--- config.mk ---
export PLATFORM = sky130hd
export DESIGN_NAME = bpl_link
export DESIGN_NICKNAME = d
export VERILOG_FILES = /design/src/bpl_pkg.sv /design/src/bpl_link.sv /design/src/bpl_fifo.sv
export VERILOG_INCLUDE_DIRS = /design/src /design/src/src
export SDC_FILE = /design/constraint.sdc
export NUM_CORES = 1
export LEC_CHECK = 0
export BUFFER_PORTS_ARGS = -buffer_cell sky130_fd_sc_hd__buf_2
export CAP_MARGIN = 40
export CELL_PAD_IN_SITES_DETAIL_PLACEMENT = 2
export CELL_PAD_IN_SITES_GLOBAL_PLACEMENT = 2
export CORE_MARGIN = 5
export CORE_UTILIZATION = 47
export CTS_BUF_LIST = sky130_fd_sc_hd__clkbuf_8 sky130_fd_sc_hd__clkbuf_16
export CTS_CLUSTER_SIZE = 20
export DETAILED_ROUTE_END_ITERATION = 10
export PLACE_DENSITY_LB_ADDON = 0.1
export SLEW_MARGIN = 15
export SYNTH_ARGS = -nofsm -noshare
export SYNTH_HDL_FRONTEND = slang
export SYNTH_SLANG_ARGS = --single-unit
--- constraint.sdc ---
create_clock -name clk -period 9.75 [get_ports clk]
set_clock_uncertainty 0.05 [all_clocks]
set_input_delay 2.925 -clock clk [delete_from_list [all_inputs] [get_ports clk]]
set_output_delay 2.925 -clock clk [all_outputs]
set_load 0.05 [all_outputs]
--- src/bpl_params.svh ---
// Constants of the biphase programming link: timing, frame fields, codes.
// Assumes a 125 MHz system clock; included by bare name.
`ifndef BPL_PARAMS_SVH
`define BPL_PARAMS_SVH
`define BPL_CLK_MHZ 125
`define BPL_BIT_US 1024
`define BPL_HOST_BIT_MIN_US 972
`define BPL_HOST_BIT_MAX_US 1075
`define BPL_HALF_MIN_PCT 45
`define BPL_HALF_MAX_PCT 55
`define BPL_HOST_GAP_BITS 3
`define BPL_TX_GAP_BITS 2
`define BPL_RESP_MIN_BITS 1
`define BPL_RESP_MAX_BITS 5
`define BPL_BIT_CYC (`BPL_BIT_US * `BPL_CLK_MHZ)
`define BPL_BIT_MIN_CYC (`BPL_HOST_BIT_MIN_US * `BPL_CLK_MHZ)
`define BPL_BIT_MAX_CYC (`BPL_HOST_BIT_MAX_US * `BPL_CLK_MHZ)
`define BPL_CMD_READ 3'h1
`define BPL_CMD_BASE 3'h3
`define BPL_CMD_WRITE 3'h6
`define BPL_HDR_BITS 10
`define BPL_WR_BITS 30
`define BPL_RD_BITS 10
`define BPL_CRC_INIT 4'h0
`define BPL_BASE_RST 2'h0
`endif

--- src/bpl_pkg.sv ---
// Types of the biphase programming link.
// Assumes bpl_params.svh is on the include path.
package bpl_pkg;
  typedef struct packed {
    logic [2:0] command_field;
    logic [4:0] offset;
    logic [15:0] payload_word;
  } bpl_req_s;
  typedef struct packed {
    logic is_ack;
    logic [15:0] payload_word;
  } bpl_tx_s;
  typedef enum logic [5:0] {
    BPL_IDLE = 6'h01,
    BPL_WAIT = 6'h02,
    BPL_DATA = 6'h04,
    BPL_CRC = 6'h08,
    BPL_ACKL = 6'h10,
    BPL_GAP = 6'h20
  } bpl_tx_e;
endpackage

--- src/bpl_link.sv ---
// Sensor end of the biphase programming link.
// Assumes synchronous pin inputs and an external memory port.
`timescale 1ns/100ps
`include "bpl_params.svh"
module bpl_link
  import bpl_pkg::*;
#(
  parameter int BIT_CYC = `BPL_BIT_CYC,
  parameter int BIT_MIN_CYC = `BPL_BIT_MIN_CYC,
  parameter int BIT_MAX_CYC = `BPL_BIT_MAX_CYC
) (
  input wire logic clk,
  input wire logic rst_b,
  input wire logic supply_mode,
  input wire logic sup_rx,
  input wire logic out_pin_in,
  output logic out_pin_out,
  output logic out_pin_oe_b,
  output logic [7:0] mem_addr,
  output logic mem_wr,
  output logic mem_rd,
  output logic [15:0] write_payload,
  input wire logic [15:0] mem_rdata,
  input wire logic mem_permit,
  input wire logic nv_busy,
  output logic [1:0] base_addr,
  output logic cmd_error,
  output logic parity_error,
  output logic crc_error
);
  localparam int CW = $clog2(BIT_MAX_CYC * 6 + 1);
  localparam logic [CW-1:0] IDLE_CYC = CW'(BIT_MAX_CYC * 2);
  localparam logic [CW-1:0] RESP_CYC = CW'(BIT_CYC * 2);
  localparam logic [CW-1:0] TX_BIT = CW'(BIT_CYC);
  localparam logic [CW-1:0] TX_HALF = CW'(BIT_CYC / 2);

  // Receive pin select; out pin unless supply_mode selects sup_rx
  logic rx_in;
  assign rx_in = supply_mode ? sup_rx : out_pin_in;
  logic rx_d_r;
  logic [CW-1:0] since_r;
  logic [CW-1:0] bit_len_r;
  logic [CW-1:0] bit_cnt_r;
  logic half_seen_r;
  logic in_frame_r;
  logic [5:0] nbits_r;
  logic [29:0] sh_r;
  logic edge_in;
  logic tx_busy;
  assign edge_in = (rx_in != rx_d_r) && !tx_busy;

  // Bit recovery: every bit ends with a toggle; a one has one inside
  always_ff @(posedge clk or negedge rst_b) begin
    if (!rst_b) begin
      rx_d_r <= 1'b1;
      since_r <= '0;
      bit_len_r <= CW'(BIT_CYC);
      bit_cnt_r <= '0;
      half_seen_r <= 1'b0;
      in_frame_r <= 1'b0;
      nbits_r <= '0;
      sh_r <= '0;
    end else begin
      rx_d_r <= rx_in;
      if (since_r != '1) begin
        since_r <= since_r + 1'b1;
      end
      if (in_frame_r && since_r >= IDLE_CYC) begin
        in_frame_r <= 1'b0;
      end
      if (edge_in) begin
        since_r <= '0;
        if (!in_frame_r) begin
          in_frame_r <= 1'b1;
          bit_cnt_r <= '0;
          nbits_r <= '0;
          half_seen_r <= 1'b0;
        end else begin
          bit_cnt_r <= bit_cnt_r + since_r + 1'b1;
          if (bit_cnt_r + since_r >=
              CW'(BIT_MIN_CYC * 3 / 4)) begin
            sh_r <= {sh_r[28:0], half_seen_r};
            nbits_r <= nbits_r + 1'b1;
            bit_len_r <= bit_cnt_r + since_r + 1'b1;
            bit_cnt_r <= '0;
            half_seen_r <= 1'b0;
          end else if (bit_cnt_r + since_r >=
                       CW'(BIT_MIN_CYC * `BPL_HALF_MIN_PCT / 100 / 2)) begin
            half_seen_r <= 1'b1;
          end
        end
      end
    end
  end

  // End of telegram: silence for two bits; host keeps three
  logic frame_done;
  assign frame_done = in_frame_r && since_r == IDLE_CYC;

  function automatic logic [3:0] crc_step(input logic [3:0] c,
                                          input logic b);
    logic fb;
    fb = c[3] ^ b;
    crc_step = {c[2:0], 1'b0} ^ {2'b00, fb, fb};
  endfunction

  // Frame checks over captured bits, first bit oldest
  logic [29:0] wr_f;
  logic [9:0] rd_f;
  logic [3:0] crc_c;
  logic frm_ok;
  logic par_ok;
  logic crc_ok;
  bpl_req_s req;
  always_comb begin
    wr_f = sh_r;
    rd_f = sh_r[9:0];
    crc_c = `BPL_CRC_INIT;
    for (int i = 28; i >= 4; i--) begin
      crc_c = crc_step(crc_c, wr_f[i]);
    end
    if (nbits_r == 6'(`BPL_RD_BITS)) begin
      req.command_field = rd_f[8:6];
      req.offset = rd_f[5:1];
      par_ok = ^rd_f[8:0];
      frm_ok = !sh_r[9] && req.command_field == `BPL_CMD_READ;
      crc_ok = 1'b1;
      req.payload_word = '0;
    end else begin
      req.command_field = wr_f[28:26];
      req.offset = wr_f[25:21];
      par_ok = ^wr_f[28:20];
      frm_ok = nbits_r == 6'(`BPL_WR_BITS) && !sh_r[29];
      crc_ok = crc_c == wr_f[3:0];
      req.payload_word = wr_f[19:4];
    end
  end

  // Command execution
  logic [1:0] base_r;
  logic tx_req;
  logic fifo_ready;
  bpl_tx_s tx_item;
  logic [7:0] eff;
  assign eff = {1'b0, base_r, 5'h00} + {3'h0, req.offset};
  logic rd_pend_r;
  always_ff @(posedge clk or negedge rst_b) begin
    if (!rst_b) begin
      base_r <= `BPL_BASE_RST;
      mem_addr <= '0;
      mem_wr <= 1'b0;
      mem_rd <= 1'b0;
      write_payload <= '0;
      cmd_error <= 1'b0;
      parity_error <= 1'b0;
      crc_error <= 1'b0;
      rd_pend_r <= 1'b0;
      tx_req <= 1'b0;
      tx_item <= '0;
    end else begin
      mem_wr <= 1'b0;
      mem_rd <= 1'b0;
      tx_req <= 1'b0;
      // A lone edge is line settling, not a telegram; flags stay
      if (frame_done && nbits_r != 6'h00) begin
        parity_error <= !par_ok;
        crc_error <= !crc_ok;
        cmd_error <= 1'b0;
        if (frm_ok && par_ok && crc_ok) begin
          mem_addr <= eff;
          case (req.command_field)
            `BPL_CMD_BASE: begin
              base_r <= req.payload_word[1:0];
              tx_item <= '{is_ack: 1'b1, payload_word: '0};
              tx_req <= 1'b1;
            end
            `BPL_CMD_WRITE: begin
              if (mem_permit && !nv_busy) begin
                mem_wr <= 1'b1;
                write_payload <= req.payload_word;
                tx_item <= '{is_ack: 1'b1, payload_word: '0};
                tx_req <= 1'b1;
              end else begin
                cmd_error <= 1'b1;
              end
            end
            `BPL_CMD_READ: begin
              mem_rd <= 1'b1;
              rd_pend_r <= 1'b1;
            end
            default: cmd_error <= 1'b1;
          endcase
        end
      end
      if (rd_pend_r) begin
        rd_pend_r <= 1'b0;
        if (mem_permit) begin
          tx_item <= '{is_ack: 1'b0, payload_word: mem_rdata};
          tx_req <= 1'b1;
        end else begin
          cmd_error <= 1'b1;
        end
      end
    end
  end
  always_ff @(posedge clk or negedge rst_b) begin
    if (!rst_b) begin
      base_addr <= `BPL_BASE_RST;
    end else begin
      base_addr <= base_r;
    end
  end

  // Answer queue; a full queue drops the answer
  logic q_valid;
  logic q_ready;
  bpl_tx_s q_item;
  bpl_fifo #(.WIDTH($bits(bpl_tx_s)), .DEPTH(8)) u_fifo (
    .clk(clk),
    .rst_b(rst_b),
    .in_valid(tx_req),
    .in_ready(fifo_ready),
    .in_data(tx_item),
    .out_valid(q_valid),
    .out_ready(q_ready),
    .out_data(q_item)
  );

  // Transmitter on its own fixed bit time
  bpl_tx_e st_r;
  logic [CW-1:0] tc_r;
  logic [4:0] ti_r;
  logic [19:0] txsh_r;
  logic [3:0] txcrc_r;
  logic lvl_r;
  assign tx_busy = st_r != BPL_IDLE && st_r != BPL_WAIT;
  assign q_ready = st_r == BPL_IDLE && !in_frame_r;
  always_ff @(posedge clk or negedge rst_b) begin
    if (!rst_b) begin
      st_r <= BPL_IDLE;
      tc_r <= '0;
      ti_r <= '0;
      txsh_r <= '0;
      txcrc_r <= `BPL_CRC_INIT;
      lvl_r <= 1'b1;
    end else begin
      tc_r <= tc_r + 1'b1;
      case (st_r)
        BPL_IDLE: begin
          tc_r <= '0;
          if (q_valid && q_ready) begin
            txsh_r <= {q_item.payload_word, 4'h0};
            txcrc_r <= `BPL_CRC_INIT;
            ti_r <= '0;
            st_r <= q_item.is_ack ? BPL_ACKL : BPL_WAIT;
          end
        end
        BPL_WAIT: begin
          // Two bits after the telegram end gives start at 4 bits
          if (tc_r == RESP_CYC - 1'b1) begin
            tc_r <= '0;
            st_r <= BPL_DATA;
            lvl_r <= !lvl_r;
          end
        end
        BPL_DATA, BPL_CRC: begin
          if (tc_r == TX_HALF && txsh_r[19]) begin
            lvl_r <= !lvl_r;
          end
          if (tc_r == TX_BIT - 1'b1) begin
            tc_r <= '0;
            lvl_r <= !lvl_r;
            ti_r <= ti_r + 1'b1;
            if (st_r == BPL_DATA && ti_r != 5'h0) begin
              txcrc_r <= crc_step(txcrc_r, txsh_r[19]);
            end
            if (ti_r == 5'h0) begin
              ti_r <= 5'h1;
            end else begin
              txsh_r <= {txsh_r[18:0], 1'b0};
            end
            if (ti_r == 5'd16) begin
              st_r <= BPL_CRC;
              txsh_r <= {crc_step(txcrc_r, txsh_r[19]), 16'h0000};
            end
            if (ti_r == 5'd20) begin
              st_r <= BPL_GAP;
              lvl_r <= 1'b1;
            end
          end
          if (ti_r == 5'h0 && tc_r == TX_HALF) begin
            lvl_r <= lvl_r;
          end
        end
        BPL_ACKL: begin
          // Space, one bit low pulse, space
          if (tc_r == TX_BIT) begin
            lvl_r <= 1'b0;
          end
          if (tc_r == TX_BIT + TX_BIT) begin
            lvl_r <= 1'b1;
            tc_r <= '0;
            st_r <= BPL_GAP;
          end
        end
        BPL_GAP: begin
          if (tc_r == CW'(BIT_CYC * `BPL_TX_GAP_BITS)) begin
            st_r <= BPL_IDLE;
          end
        end
        default: st_r <= BPL_IDLE;
      endcase
    end
  end
  always_ff @(posedge clk or negedge rst_b) begin
    if (!rst_b) begin
      out_pin_out <= 1'b1;
      out_pin_oe_b <= 1'b1;
    end else begin
      out_pin_out <= lvl_r;
      out_pin_oe_b <= !tx_busy;
    end
  end
endmodule

--- src/bpl_fifo.sv ---
// Synchronous FIFO with valid/ready on both sides.
// Assumes one clock; read data come from a register.
`timescale 1ns/100ps
module bpl_fifo #(
  parameter int WIDTH = 17,
  parameter int DEPTH = 8
) (
  input wire logic clk,
  input wire logic rst_b,
  input wire logic in_valid,
  output logic in_ready,
  input wire logic [WIDTH-1:0] in_data,
  output logic out_valid,
  input wire logic out_ready,
  output logic [WIDTH-1:0] out_data
);
  localparam int AW = $clog2(DEPTH);
  logic [WIDTH-1:0] mem_r [DEPTH];
  logic [AW-1:0] wp_r;
  logic [AW-1:0] rp_r;
  logic [AW:0] cnt_r;
  logic push;
  logic pop;
  assign in_ready = (cnt_r != (AW+1)'(DEPTH));
  assign push = in_valid && in_ready;
  assign pop = (cnt_r != '0) && (!out_valid || out_ready);
  always_ff @(posedge clk) begin
    if (push) begin
      mem_r[wp_r] <= in_data;
    end
  end
  always_ff @(posedge clk or negedge rst_b) begin
    if (!rst_b) begin
      wp_r <= '0;
      rp_r <= '0;
      cnt_r <= '0;
    end else begin
      if (push) begin
        wp_r <= (wp_r == AW'(DEPTH-1)) ? '0 : wp_r + 1'b1;
      end
      if (pop) begin
        rp_r <= (rp_r == AW'(DEPTH-1)) ? '0 : rp_r + 1'b1;
      end
      cnt_r <= cnt_r + (AW+1)'(push) - (AW+1)'(pop);
    end
  end
  // Output stage register; holds until taken
  always_ff @(posedge clk or negedge rst_b) begin
    if (!rst_b) begin
      out_valid <= 1'b0;
      out_data <= '0;
    end else if (pop) begin
      out_valid <= 1'b1;
      out_data <= mem_r[rp_r];
    end else if (out_ready) begin
      out_valid <= 1'b0;
    end
  end
endmodule

After elaboration in Yosys (flattened, before gate mapping)
Memory sizes are Yosys's and may differ from the RTL's. A register that Yosys moved wholly into a read port is not among the register bits.
Cells that the tools add are included.
- input port bits: 23
- logic and storage cells: 270
- register bits after elaboration: 200
- memory bits (writable): 136
- memories kept: 1
- output and inout bits: 33
- muxes and demuxes: 82
- add/subtract/negate cells: 11
- eq/ne operators: 41
- order comparisons: 3
- reductions and logical operators: 51
- bitwise gates (word level): 49
- memories (name ; words ; width ; rd ports ; clocked after Yosys merged registers in ; wr ports ; line ; source):
    u_fifo.mem_r ; 8 ; 17 ; 1 ; 1 ; 1 ; bpl_fifo.sv:18 ; logic [WIDTH-1:0] mem_r [DEPTH];
- operators by type and width (kind ; number):
    $mux W20 ; 11
    $xor A4 B2 Y4 ; 24
    $mux W17 ; 5
    $pmux W20 S4 ; 1
    $add A20 B1 Y20 const B ; 3
    $mux W6 ; 9
    $eq A20 B17 Y1 const B ; 2
    $eq A20 B18 Y1 const B ; 2
    $pmux W20 S2 ; 1
    $mux W1 ; 38
    $pmux W17 S2 ; 1
    $pmux W6 S5 ; 1
    $mux W24 ; 1
    $xor A1 B1 Y1 ; 23
    $add A20 B20 Y20 ; 1
    $eq A20 B16 Y1 const B ; 1
    $eq A20 B19 Y1 const B ; 1
    $ge A20 B15 Y1 const B ; 1
    $ge A20 B17 Y1 const B ; 1
    $ge A20 B19 Y1 const B ; 1
    $mux W5 ; 4
    $ne A20 B20 Y1 const B ; 1
    $reduce_xor A9 Y1 ; 2
    $logic_and A1 B1 Y1 ; 17
    47 further kinds ; 85

Logic depth before layout (Yosys ltp)
Gate-level depths: netlist of the first run.
- depth after elaboration: 53
- mapped depth: 13
- gate-level depth less buffers: 12

Hierarchy
From an unflattened synthesis of the first run, not the netlist that was laid out.
- cell total of the unflattened synthesis: 1373
- area, all modules: 16826.1 um^2
- modules (own cells, without submodules) (module ; seq. area each (um^2) ; cells each ; area each (um^2) ; instances):
    bpl_link ; 4610.7 ; 1002 ; 10238.6 ; 1
    bpl_fifo ; 4784.6 ; 371 ; 6587.6 ; 1

Least setup slack after synthesis of the first run
No wires, ideal clock.
- path kind: input to register
- start point: input port supply_mode
- end point: register sh_r[10]
- stages on the path: 7
- slack: 4887 ps
- required time: 9575 ps
- data arrival time: 4689 ps
- buffers on the path: 1
- setup time: 125 ps
- path through: mux2_2 -> xor2_1 -> nand2_1 -> nor2_1 -> a21boi_2 -> buf_4 -> mux2_2
- word-level cells in the longest chain between the ends: 4
- RTL lines (element ; line ; source):
    start, declared ; bpl_link.sv:14 ; input wire logic supply_mode,
    $mux W1 ; bpl_link.sv:39 ; assign rx_in = supply_mode ? sup_rx : out_pin_in;
    $ne A1 B1 Y1 ; bpl_link.sv:50 ; assign edge_in = (rx_in != rx_d_r) && !tx_busy;
    $logic_and A1 B1 Y1 ; bpl_link.sv:50 ;
    $reduce_and A3 Y1 (no line) ; n/a ;
    end signal, assigned ; bpl_link.sv:82 ; sh_r <= {sh_r[28:0], half_seen_r};
    end, declared ; bpl_link.sv:47 ; logic [29:0] sh_r;
No other way between the ends.
A chain may end at the register's enable or synchronous reset.

Worst setup path after layout of the first run
- start point: input port supply_mode
- end point: register bit_cnt_r[16]
- word-level cells in the longest chain between the ends: 3
- RTL lines (element ; line ; source):
    $mux W1 ; bpl_link.sv:39 ;
    net rx_in ; bpl_link.sv:38 ; logic rx_in;
    $ne A1 B1 Y1 ; bpl_link.sv:50 ;
    $logic_and A1 B1 Y1 ; bpl_link.sv:50 ;
    end signal, assigned ; bpl_link.sv:79 ; bit_cnt_r <= bit_cnt_r + since_r + 1'b1;
    end, declared ; bpl_link.sv:43 ; logic [CW-1:0] bit_cnt_r;
The timed path passes the listed nets, and every way through them passes these cells.

==> results.py, run 1 <==
metrics = {
    "grt": {
        "track_usage": 0.2786,
        "grt_pass1_wl_mm": 85.24,
        "antenna_found_initial": 0,
        "overflow": 0,
        "grt_pass1_vias": 13670,
        "grt_max_degree": 88,
    },
    "power_and_ir_drop": {
        "power_density_nw_per_um2": 183.1,
        "peakVddDrop_uv": 136.7,
        "p_leak_nw": 7.510,
        "power.total_mw": 3.488,
    },
    "die": {
        "initial_utilization": 0.4754,
        "chipWidth_microns": 199.7,
        "num_io_pins": 56,
        "coreArea_sq_um": 35570,
        "die_h_microns": 199.7,
        "num_rows": 69,
        "fp.dieArea_sq_um": 39870,
    },
    "synthesis": {
        "synth_top_area_frac": 0.3063,
        "syn_area_per_cell_sq_um": 11.80,
        "ys_ff_latch": 348,
        "netlist_instances": 1433,
        "seq_area_frac_synth": 0.5556,
        "syn_area_sq_um": 16910,
        "yosys_warnings": 0,
        "synth.most_common_cell": "dfrtp_1",
        "synth_edf_count": 136,
        "synth_area_leader_cell": "dfrtp_1",
        "synthArstFlopShare": 0.6092,
        "synthFlopType": "dfrtp_1",
        "synth_common_cells": "dfrtp_1, edfxtp_1, nand2_1",
        "synth_nets": 1500,
        "synthTopCellsByArea": "dfrtp_1, edfxtp_1, mux4_2",
        "ys_types": 80,
    },
    "final_layout": {
        "fill_cells": 3387,
        "syn_to_final_growth_pct": 12.67,
        "n_antenna_cell": 0,
        "drive_above_1_share": 0.1672,
        "fin_nets": 1550,
        "fin_util": 0.5357,
    },
    "worst_setup_path": {
        "crit_path_end_kind": "flop",
        "crit_slowest_cell": "nand3_1",
        "critPathArrivalTime_ns": 5.33,
        "crit_required_ns": 10.12,
        "crit_buf_inv": 2,
        "critPathTopFamily": "simple AND/OR/NAND/NOR gates",
        "path_cells": "buf_2 -> mux2_2 -> xor2_1 -> nand2_1 -> buf_4 -> nor2_1 -> nand3_1 -> o21ai_0",
        "critPathLaunchType": "input port",
        "criticalPathCategory": "input port to flop",
        "path_max_fanout": 27,
        "cpPeakStageDelay_ns": 0.56,
    },
    "drt": {
        "drt_iter0_drc": 699,
        "vias": 12100,
        "drt-vias-per-instance": 6.130,
        "wl_per_cell_microns": 27.81,
        "final_antenna_net_count": 0,
        "drcViolationCount": 0,
        "drt-total-wl_mm": 54.89,
        "dr.pass1.iters": 5,
    },
    "clock_network": {
        "clk_pin_slew_ns": 0.06,
        "clock_latency_ns": 0.56,
        "clockRootBuffer": "clkbuf_16",
        "cts_hold_buf": 0,
        "clock_tree.buffer_depth": 3,
        "cts_made_buffers": 39,
        "htreeDepth": 2,
        "post_cts_buffers": 0,
        "cts_resized": 0,
        "cts_tree": "built",
        "clock-sinks": 348,
    },
    "sta": {
        "worst_pin_slew_ns": 0.8282,
        "slew_violations": 0,
        "hold_viol": 0,
        "holdWs_ns": 0.3433,
        "fin_tns_setup_ns": 0,
        "period_minus_slack_ns": 4.963,
        "rsz0062_at_grt": "no",
        "setup_violations": 0,
        "period_share": 0.5091,
        "maxSlewHeadroom": 0.4479,
        "clock.fmax_mhz": 201.5,
    },
    "outcome": {
        "status": "finished, final reports clean",
    },
    "place": {
        "place.gp.congestion": 0.7682,
        "dpl.hpwl_mm": 34.08,
        "port_buffers": 54,
    },
    "worst_hold_path": {
        "hp-class": "flop to flop",
    },
    "flow_run": {
        "max-cap-violations": 0,
    },
}
final cells by class:
class                      instances  area [sq um]  share of cell area
clock buffer                      47          1086             0.05700
clock inverter                    24         239.0             0.01254
tap                              461         576.8             0.03027
timing repair buffer              77         501.7             0.02633
sequential                       348          9398              0.4932
multi-input combinational        974          7091              0.3721
inverter                          43         161.4            0.008471
routing by layer:
metal  up-vias  GRT usage  wire length, microns
met2       334     0.4879                 28110
met3       134    0.03794                  2191
met4         0     0.1021                  2059
li1       5308          -                     -
met1      6324     0.3548                 22530
met5         -          0                     0
state kept, by name, summed over array words and instances (netlist names), 2 cells and up:
signal and count:
u_fifo.rp_r 3, base_addr 2, st_r 6, txsh_r 16, u_fifo.cnt_r 4, write_payload 16
nbits_r 6, base_r 2, sh_r 30, u_fifo.out_data 17, u_fifo.mem_r 136, u_fifo.wp_r 3
ti_r 5, since_r 20, mem_addr 7, txcrc_r 4, bit_cnt_r 20, tx_item 17
tc_r 20
worst paths after layout:
| kind | end | start | cells past startpoint | slack, ns |
|---|---|---|---|---|
| max | bit_cnt_r[16]$_DFFE_PN0P_ | supply_mode | 8 | 4.79 |
| min | out_pin_out$_DFF_PN1_ | lvl_r$_DFFE_PN1P_ | 0 | 0.34 |
| max reg2reg | sh_r[29]$_DFFE_PN0P_ | since_r[0]$_DFFE_PN0P_ | 12 | 5.03 |
| min reg2reg | out_pin_out$_DFF_PN1_ | lvl_r$_DFFE_PN1P_ | 0 | 0.34 |
| max in group asynchronous | tx_item[13]$_DFF_PN0_ | rst_b | 2 | 5.93 |
| min in group asynchronous | bit_cnt_r[3]$_DFFE_PN0P_ | rst_b | 1 | 2.38 |
through the flow:
stage / setup WS [ns] / std cells / instance area (sq um)
finish: 4.787 / 1974 / 19050
global placement: 4.616 / 1898 / 17640
CTS: 4.855 / 1971 / 19020
detailed placement: 4.413 / 1900 / 17700
global route: 4.646 / 1974 / 19050
floorplan: 4.887 / 1433 / 16910
cell usage in the layout (no fill, tap or decap), drive strengths merged, types with 22 or more instances in the layout:
cell type,Yosys,layout
nor3,42,42
nand2,136,136
buf,13,77
xnor2,64,64
mux2,36,36
nor2,116,116
mux2i,25,25
dfrtp,207,207
mux4,34,34
edfxtp,136,136
clkbuf,55,47
o21ai,92,92
a21oi,67,67
and3,22,22
inv,43,48
nand3,35,35
ha,42,42
xor2,39,39
cell families after synthesis:
kind of cell,count (synthesis),synth area share
buffers and inverters,111,0.02723
AOI/OAI and AO/OA,279,0.1058
other,1,0.0002218
DFF,348,0.5556
and+or+nand+nor,441,0.1253
muxes,95,0.08405
xor gates and xnor gates,114,0.06837
adders and majority gates,44,0.03344
worst reg2reg max path: cells and delay by family (launching register included):
family	cells	cell delay, ns
compound gates	8	2.61
mux	1	0.42
flops	1	0.44
buf+inv	1	0.37
fa+ha+maj	2	0.73
where the power goes:
group,internal [mW],total (mW),switching [mW],leakage [nW]
Clock,0.905,1.55,0.644,0.672
Combinational,0.127,0.357,0.230,3.00
Sequential,1.54,1.58,0.0394,3.84
Power figures use the tool's default switching activity.
==> run 2: changes to the inputs <==
Settings changed: CORE_UTILIZATION 47 to 43.
Clock period 9.75 ns to 5 ns, I/O delays scaled along.
==> results.py, run 2 (synthesis gave the netlist of run 1 again) <==
metrics = {
    "clock_network": {
        "cts_tree": "built",
        "clock_tree.buffer_depth": 3,
        "clock_latency_ns": 0.57,
        "htreeDepth": 2,
        "post_cts_buffers": 0,
        "clock-sinks": 348,
        "cts_made_buffers": 39,
        "cts_resized": 0,
        "clk_pin_slew_ns": 0.06,
        "cts_hold_buf": 0,
        "clockRootBuffer": "clkbuf_16",
    },
    "final_layout": {
        "stdcell_area_sq_um": 19090,
        "fin_util": 0.4928,
        "drive_above_1_share": 0.1591,
        "fin_cells": 2033,
        "largest_register_ffs": 136,
        "fin_nets": 1551,
        "final_cell_mix": "dfrtp_1, edfxtp_1, nand2_1, nor2_1, o21ai_0",
        "reg_top3": "u_fifo.mem_r: 136 flops, sh_r: 30 flops",
        "fill_cells": 3856,
        "n_antenna_cell": 0,
        "final_common_cell": "dfrtp_1",
        "syn_to_final_growth_pct": 12.90,
        "multiInputGateArea_sq_um": 7091,
        "regMostFlops": "u_fifo.mem_r",
        "seq_area_sq_um": 9397,
    },
    "place": {
        "place.gp.congestion": 0.8037,
        "placed_cell_area_sq_um": 17760,
        "port_buffers": 54,
        "dpl.hpwl_mm": 31.49,
        "dp_slack_ns": 0.5052,
        "placed_cells": 1959,
    },
    "worst_hold_path": {
        "hp-class": "flop to flop",
    },
    "grt": {
        "track_usage": 0.2180,
        "overflow": 0,
        "grt_pass1_wl_mm": 75.82,
        "grt_pass1_vias": 13130,
        "antenna_found_initial": 0,
        "grt_max_degree": 99,
    },
    "worst_setup_path": {
        "crit_path_end_kind": "flop",
        "cpPeakStageDelay_ns": 0.56,
        "critPathArrivalTime_ns": 4.93,
        "endpoint": "sh_r[22]$_DFFE_PN0P_",
        "reg2regPathDepth": 12,
        "path_max_fanout": 26,
        "path_cells": "ha_1 -> fa_1 -> a211oi_1 -> o21bai_1 -> a2111oi_0 -> o21ai_0 -> a2111oi_0 -> o2111ai_1 -> o21a_1 -> a21boi_2 -> buf_12 -> mux2_2",
        "r2r_end": "sh_r[22]$_DFFE_PN0P_",
        "r2r_setup_slack_ns": 0.46,
        "critical_path.startpoint": "since_r[0]$_DFFE_PN0P_",
        "crit_required_ns": 5.39,
        "critPathLaunchType": "flop",
        "reg2reg_from": "since_r[0]$_DFFE_PN0P_",
        "cp_common_cell": "a2111oi_0",
        "crit_slowest_cell": "a2111oi_0",
        "criticalPathCategory": "flop to flop",
    },
    "power_and_ir_drop": {
        "p_leak_nw": 7.536,
        "comb_power_share": 0.099,
        "clkPwrFrac": 0.439,
        "power_density_nw_per_um2": 348.3,
        "seqPwrFrac": 0.463,
        "peakVddDrop_uv": 276.0,
        "p_sw_mw": 1.698,
        "p_int_mw": 4.951,
        "p_sw_frac": 0.2554,
        "power.total_mw": 6.649,
    },
    "outcome": {
        "status": "finished, final reports clean",
    },
    "sta": {
        "period_share": 0.9082,
        "period_minus_slack_ns": 4.541,
        "maxSlewHeadroom": 0.4392,
        "clock.fmax_mhz": 220.2,
        "rsz0062_at_grt": "no",
        "setup_violations": 0,
        "worst_pin_slew_ns": 0.8413,
        "holdWs_ns": 0.3407,
        "hold_viol": 0,
        "setup_ws_ns": 0.4590,
        "fin_tns_setup_ns": 0,
        "slew_violations": 0,
    },
    "die": {
        "die_h_microns": 208.3,
        "initial_utilization": 0.4365,
        "num_io_pins": 56,
        "num_rows": 72,
        "fp.dieArea_sq_um": 43390,
        "coreArea_sq_um": 38740,
        "chipWidth_microns": 208.3,
    },
    "drt": {
        "drt-vias-per-instance": 5.679,
        "vias": 11550,
        "drcViolationCount": 0,
        "wl_per_cell_microns": 23.15,
        "dr.pass1.iters": 7,
        "drt_iter0_drc": 601,
        "final_antenna_net_count": 0,
        "drt-total-wl_mm": 47.06,
    },
    "flow_run": {
        "max-cap-violations": 0,
    },
}
[run 2: changes by cell type in the layout (fill, tap and decap cells not counted), moves of 2 or more]
cell      before  now
clkbuf_8       8    4
buf_16         2    0
inv_1         45   61
clkinv_1       3    0
buf_12         0    2
clkinv_2      11    3
[run 2: area by class of cell]
class | instances | area share
Clock buffer | 43 | 0.05400
Clock inverter | 29 | 0.01389
Inverter | 43 | 0.008455
Multi-Input combinational cell | 974 | 0.3714
Sequential cell | 348 | 0.4922
Tap cell | 518 | 0.03395
Timing Repair Buffer | 78 | 0.02608
[run 2: worst min-delay path by stage]
stage / endpoint / depth (start not counted) / from
after global routing: out_pin_out$_DFF_PN1_ / 0 / lvl_r$_DFFE_PN1P_
after global placement: out_pin_out$_DFF_PN1_ / 0 / lvl_r$_DFFE_PN1P_
after detailed placement: out_pin_out$_DFF_PN1_ / 0 / lvl_r$_DFFE_PN1P_
after CTS: out_pin_out$_DFF_PN1_ / 0 / lvl_r$_DFFE_PN1P_
final: out_pin_out$_DFF_PN1_ / 0 / lvl_r$_DFFE_PN1P_
after floorplan: out_pin_out$_DFF_PN1_ / 0 / lvl_r$_DFFE_PN1P_
[run 2: routing by layer]
| metal | up-vias | GRT usage | routed length, microns |
|---|---|---|---|
| li1 | 5306 | - | - |
| met1 | 6029 | 0.2850 | 20630 |
| met2 | 151 | 0.3873 | 24320 |
| met3 | 60 | 0.03299 | 1315 |
| met4 | 0 | 0.04621 | 792 |
| met5 | - | 0 | 0 |
[run 2: worst max-delay path: cells and delay by family, from the launching register on]
family,cells,cell delay (ns)
DFF,1,0.43
buffers and inverters,1,0.22
muxes,1,0.36
adders and majority gates,2,0.72
AOI/OAI and AO/OA,8,2.63
[run 2: power groups by stage]
stage          sequential (mW)  clock (mW)  combinational, mW
4_1_cts                   3.08        2.99              0.662
5_1_grt                   3.08        3.12              0.734
3_5_place_dp              3.13           0              0.652
2_1_floorplan             3.10           0              0.458
6_report                  3.08        2.92              0.656
3_3_place_gp              3.13           0              0.627
==> run 3: changes to the inputs <==
Settings changed: CORE_UTILIZATION 43 to 44, SYNTH_HIERARCHICAL set to 1.
==> results.py, run 3 <==
metrics = {
    "clock_network": {
        "cts_tree": "built",
        "clk_pin_slew_ns": 0.06,
        "clockRootBuffer": "clkbuf_16",
        "cts_resized": 0,
        "clock_tree.buffer_depth": 3,
        "cts_made_buffers": 40,
        "htreeDepth": 2,
        "clock-sinks": 348,
        "clock_latency_ns": 0.57,
        "post_cts_buffers": 0,
        "cts_hold_buf": 0,
    },
    "worst_setup_path": {
        "critical_path.startpoint": "since_r[0]$_DFFE_PN0P_",
        "reg2regPathDepth": 13,
        "crit_buf_inv": 1,
        "cp_common_cell": "a211oi_1",
        "cp.depth": 13,
        "criticalPathCategory": "flop to flop",
        "critPathArrivalTime_ns": 4.96,
        "crit_path_end_kind": "flop",
        "endpoint": "sh_r[28]$_DFFE_PN0P_",
        "cpPeakStageDelay_ns": 0.55,
        "r2r_end": "sh_r[28]$_DFFE_PN0P_",
        "path_cells": "ha_1 -> fa_1 -> a211oi_1 -> o21ai_0 -> a211oi_1 -> nor2_1 -> xnor2_1 -> nand2b_1 -> o311ai_1 -> o211ai_1 -> nand3_1 -> buf_4 -> mux2_1",
        "critPathLaunchType": "flop",
        "crit_required_ns": 5.40,
        "critPathTopFamily": "compound AO/OA/AOI/OAI gates",
        "reg2reg_from": "since_r[0]$_DFFE_PN0P_",
        "crit_slowest_cell": "a211oi_1",
        "path_max_fanout": 31,
        "r2r_setup_slack_ns": 0.44,
    },
    "sta": {
        "period_minus_slack_ns": 4.564,
        "slew_violations": 0,
        "maxSlewHeadroom": 0.4316,
        "fin_tns_setup_ns": 0,
        "rsz0062_at_grt": "no",
        "hold_viol": 0,
        "setup_violations": 0,
        "holdWs_ns": 0.3245,
        "clock.fmax_mhz": 219.1,
        "period_share": 0.9127,
        "worst_pin_slew_ns": 0.8408,
    },
    "power_and_ir_drop": {
        "p_int_mw": 5.366,
        "p_leak_nw": 7.963,
        "clkPwrFrac": 0.403,
        "p_sw_mw": 2.170,
        "seqPwrFrac": 0.435,
        "power_density_nw_per_um2": 393.5,
        "p_sw_frac": 0.2880,
        "comb_power_share": 0.163,
        "peakVddDrop_uv": 288.2,
    },
    "die": {
        "num_rows": 71,
        "die_h_microns": 205.6,
        "num_io_pins": 56,
        "fp.dieArea_sq_um": 42250,
        "chipWidth_microns": 205.6,
        "initial_utilization": 0.4467,
        "coreArea_sq_um": 37670,
    },
    "drt": {
        "dr.pass1.iters": 5,
        "drcViolationCount": 0,
        "drt_iter0_drc": 615,
        "drt-vias-per-instance": 5.682,
        "vias": 11280,
        "final_antenna_net_count": 0,
        "drt-total-wl_mm": 46.32,
        "wl_per_cell_microns": 23.34,
    },
    "final_layout": {
        "regMostFlops": "u_fifo/mem_r",
        "drive_above_1_share": 0.1981,
        "fin_nets": 1509,
        "fill_cells": 3760,
        "syn_to_final_growth_pct": 13.82,
        "n_antenna_cell": 0,
        "largest_register_ffs": 136,
        "reg_top3": "u_fifo/mem_r: 136 flops, sh_r: 30 flops",
        "fin_cells": 1985,
        "final_cell_mix": "dfrtp_1, edfxtp_1, nor2_1, mux2_2, nand2_1",
        "final_common_cell": "dfrtp_1",
    },
    "synthesis": {
        "ys_types": 86,
        "yosys_warnings": 6,
        "synth_nets": 1440,
        "synthTopCellsByArea": "dfrtp_1, edfxtp_1, mux2_2",
        "ys_ff_latch": 348,
        "synth_area_leader_cell": "dfrtp_1",
        "synth.most_common_cell": "dfrtp_1",
        "synth_top_area_frac": 0.3079,
        "netlist_instances": 1373,
        "synthArstFlopShare": 0.6092,
        "synth_edf_count": 136,
        "syn_area_per_cell_sq_um": 12.26,
        "syn_area_sq_um": 16830,
        "seq_area_frac_synth": 0.5584,
        "synthFlopType": "dfrtp_1",
        "synth_common_cells": "dfrtp_1, edfxtp_1, nor2_1",
    },
    "outcome": {
        "status": "finished, final reports clean",
    },
    "grt": {
        "antenna_found_initial": 1,
        "grt_max_degree": 89,
        "grt_pass1_vias": 12880,
        "grt_pass1_wl_mm": 73.79,
        "overflow": 0,
        "track_usage": 0.2228,
    },
    "place": {
        "place.gp.congestion": 0.7952,
        "dpl.hpwl_mm": 30.63,
        "placed_cells": 1909,
        "port_buffers": 54,
    },
    "worst_hold_path": {
        "hp-class": "flop to flop",
    },
    "flow_run": {
        "max-cap-violations": 0,
    },
}
-- run 3: cell types whose count changed after synthesis, sizes merged, moves of 15 or more --
cell    before  now
clkbuf      55   33
a22o        19   35
mux2        36   94
o31ai        9   25
nand2      136   79
nor3        42   15
mux2i       25   49
o22ai        5   20
mux4        34    0
a21oi       67   47
-- run 3: cells by family (layout without fill, tap and decap cells) --
kind of cell,count (synthesis),after routing,synth area share
AOI/OAI and AO/OA,275,275,0.1159
xor gates and xnor gates,119,119,0.06692
adders and majority gates,44,44,0.03361
buffers and inverters,99,200,0.02870
DFF,348,348,0.5584
muxes,143,143,0.09273
other,1,1,0.0002229
and+or+nand+nor,344,344,0.1035
-- run 3: cell type report --
cell class                 instances  area [sq um]  area share
sequential                       348          9397      0.4907
multi-input combinational        926          6983      0.3646
clock buffer                      51          1175     0.06135
tap                              511         639.4     0.03339
timing repair buffer              85         595.6     0.03110
clock inverter                    23         205.2     0.01071
inverter                          41         156.4    0.008167
-- run 3: worst min-delay path by stage --
stage	start	end	slack, ns	depth (start not counted)
global placement	lvl_r$_DFFE_PN1P_	out_pin_out$_DFF_PN1_	0.32	0
global route	lvl_r$_DFFE_PN1P_	out_pin_out$_DFF_PN1_	0.33	0
finish	lvl_r$_DFFE_PN1P_	out_pin_out$_DFF_PN1_	0.32	0
detailed placement	lvl_r$_DFFE_PN1P_	out_pin_out$_DFF_PN1_	0.32	0
CTS	lvl_r$_DFFE_PN1P_	out_pin_out$_DFF_PN1_	0.33	0
floorplan	lvl_r$_DFFE_PN1P_	out_pin_out$_DFF_PN1_	0.31	0
-- run 3: power groups by stage --
stage / registers [mW] / clock network (mW) / logic, mW
2_1_floorplan: 3.29 / 0 / 0.874
3_3_place_gp: 3.31 / 0 / 1.15
3_5_place_dp: 3.33 / 0 / 1.24
4_1_cts: 3.27 / 3.11 / 1.25
5_1_grt: 3.29 / 3.26 / 1.38
6_report: 3.28 / 3.03 / 1.23
-- run 3: per-stage QoR --
stage | util | power, mW | instance area (sq um) | setup slack (ns)
4_1_cts | 0.5078 | 7.635 | 19130 | 0.4431
3_3_place_gp | 0.4683 | 4.456 | 17640 | 0.6376
5_1_grt | 0.5084 | 7.928 | 19150 | 0.1649
6_report | 0.5084 | 7.536 | 19150 | 0.4365
2_1_floorplan | - | 4.161 | 16830 | 1.410
3_5_place_dp | 0.4712 | 4.563 | 17750 | 0.4765
-- run 3: per-layer routing --
metal / GRT usage / up-vias / part of all wire
met2: 0.3929 / 155 / 0.51
met4: 0.05335 / 2 / 0.018
met1: 0.2933 / 5903 / 0.44
met5: 0 / - / 0.00026
met3: 0.02916 / 62 / 0.030
li1: - / 5156 / -
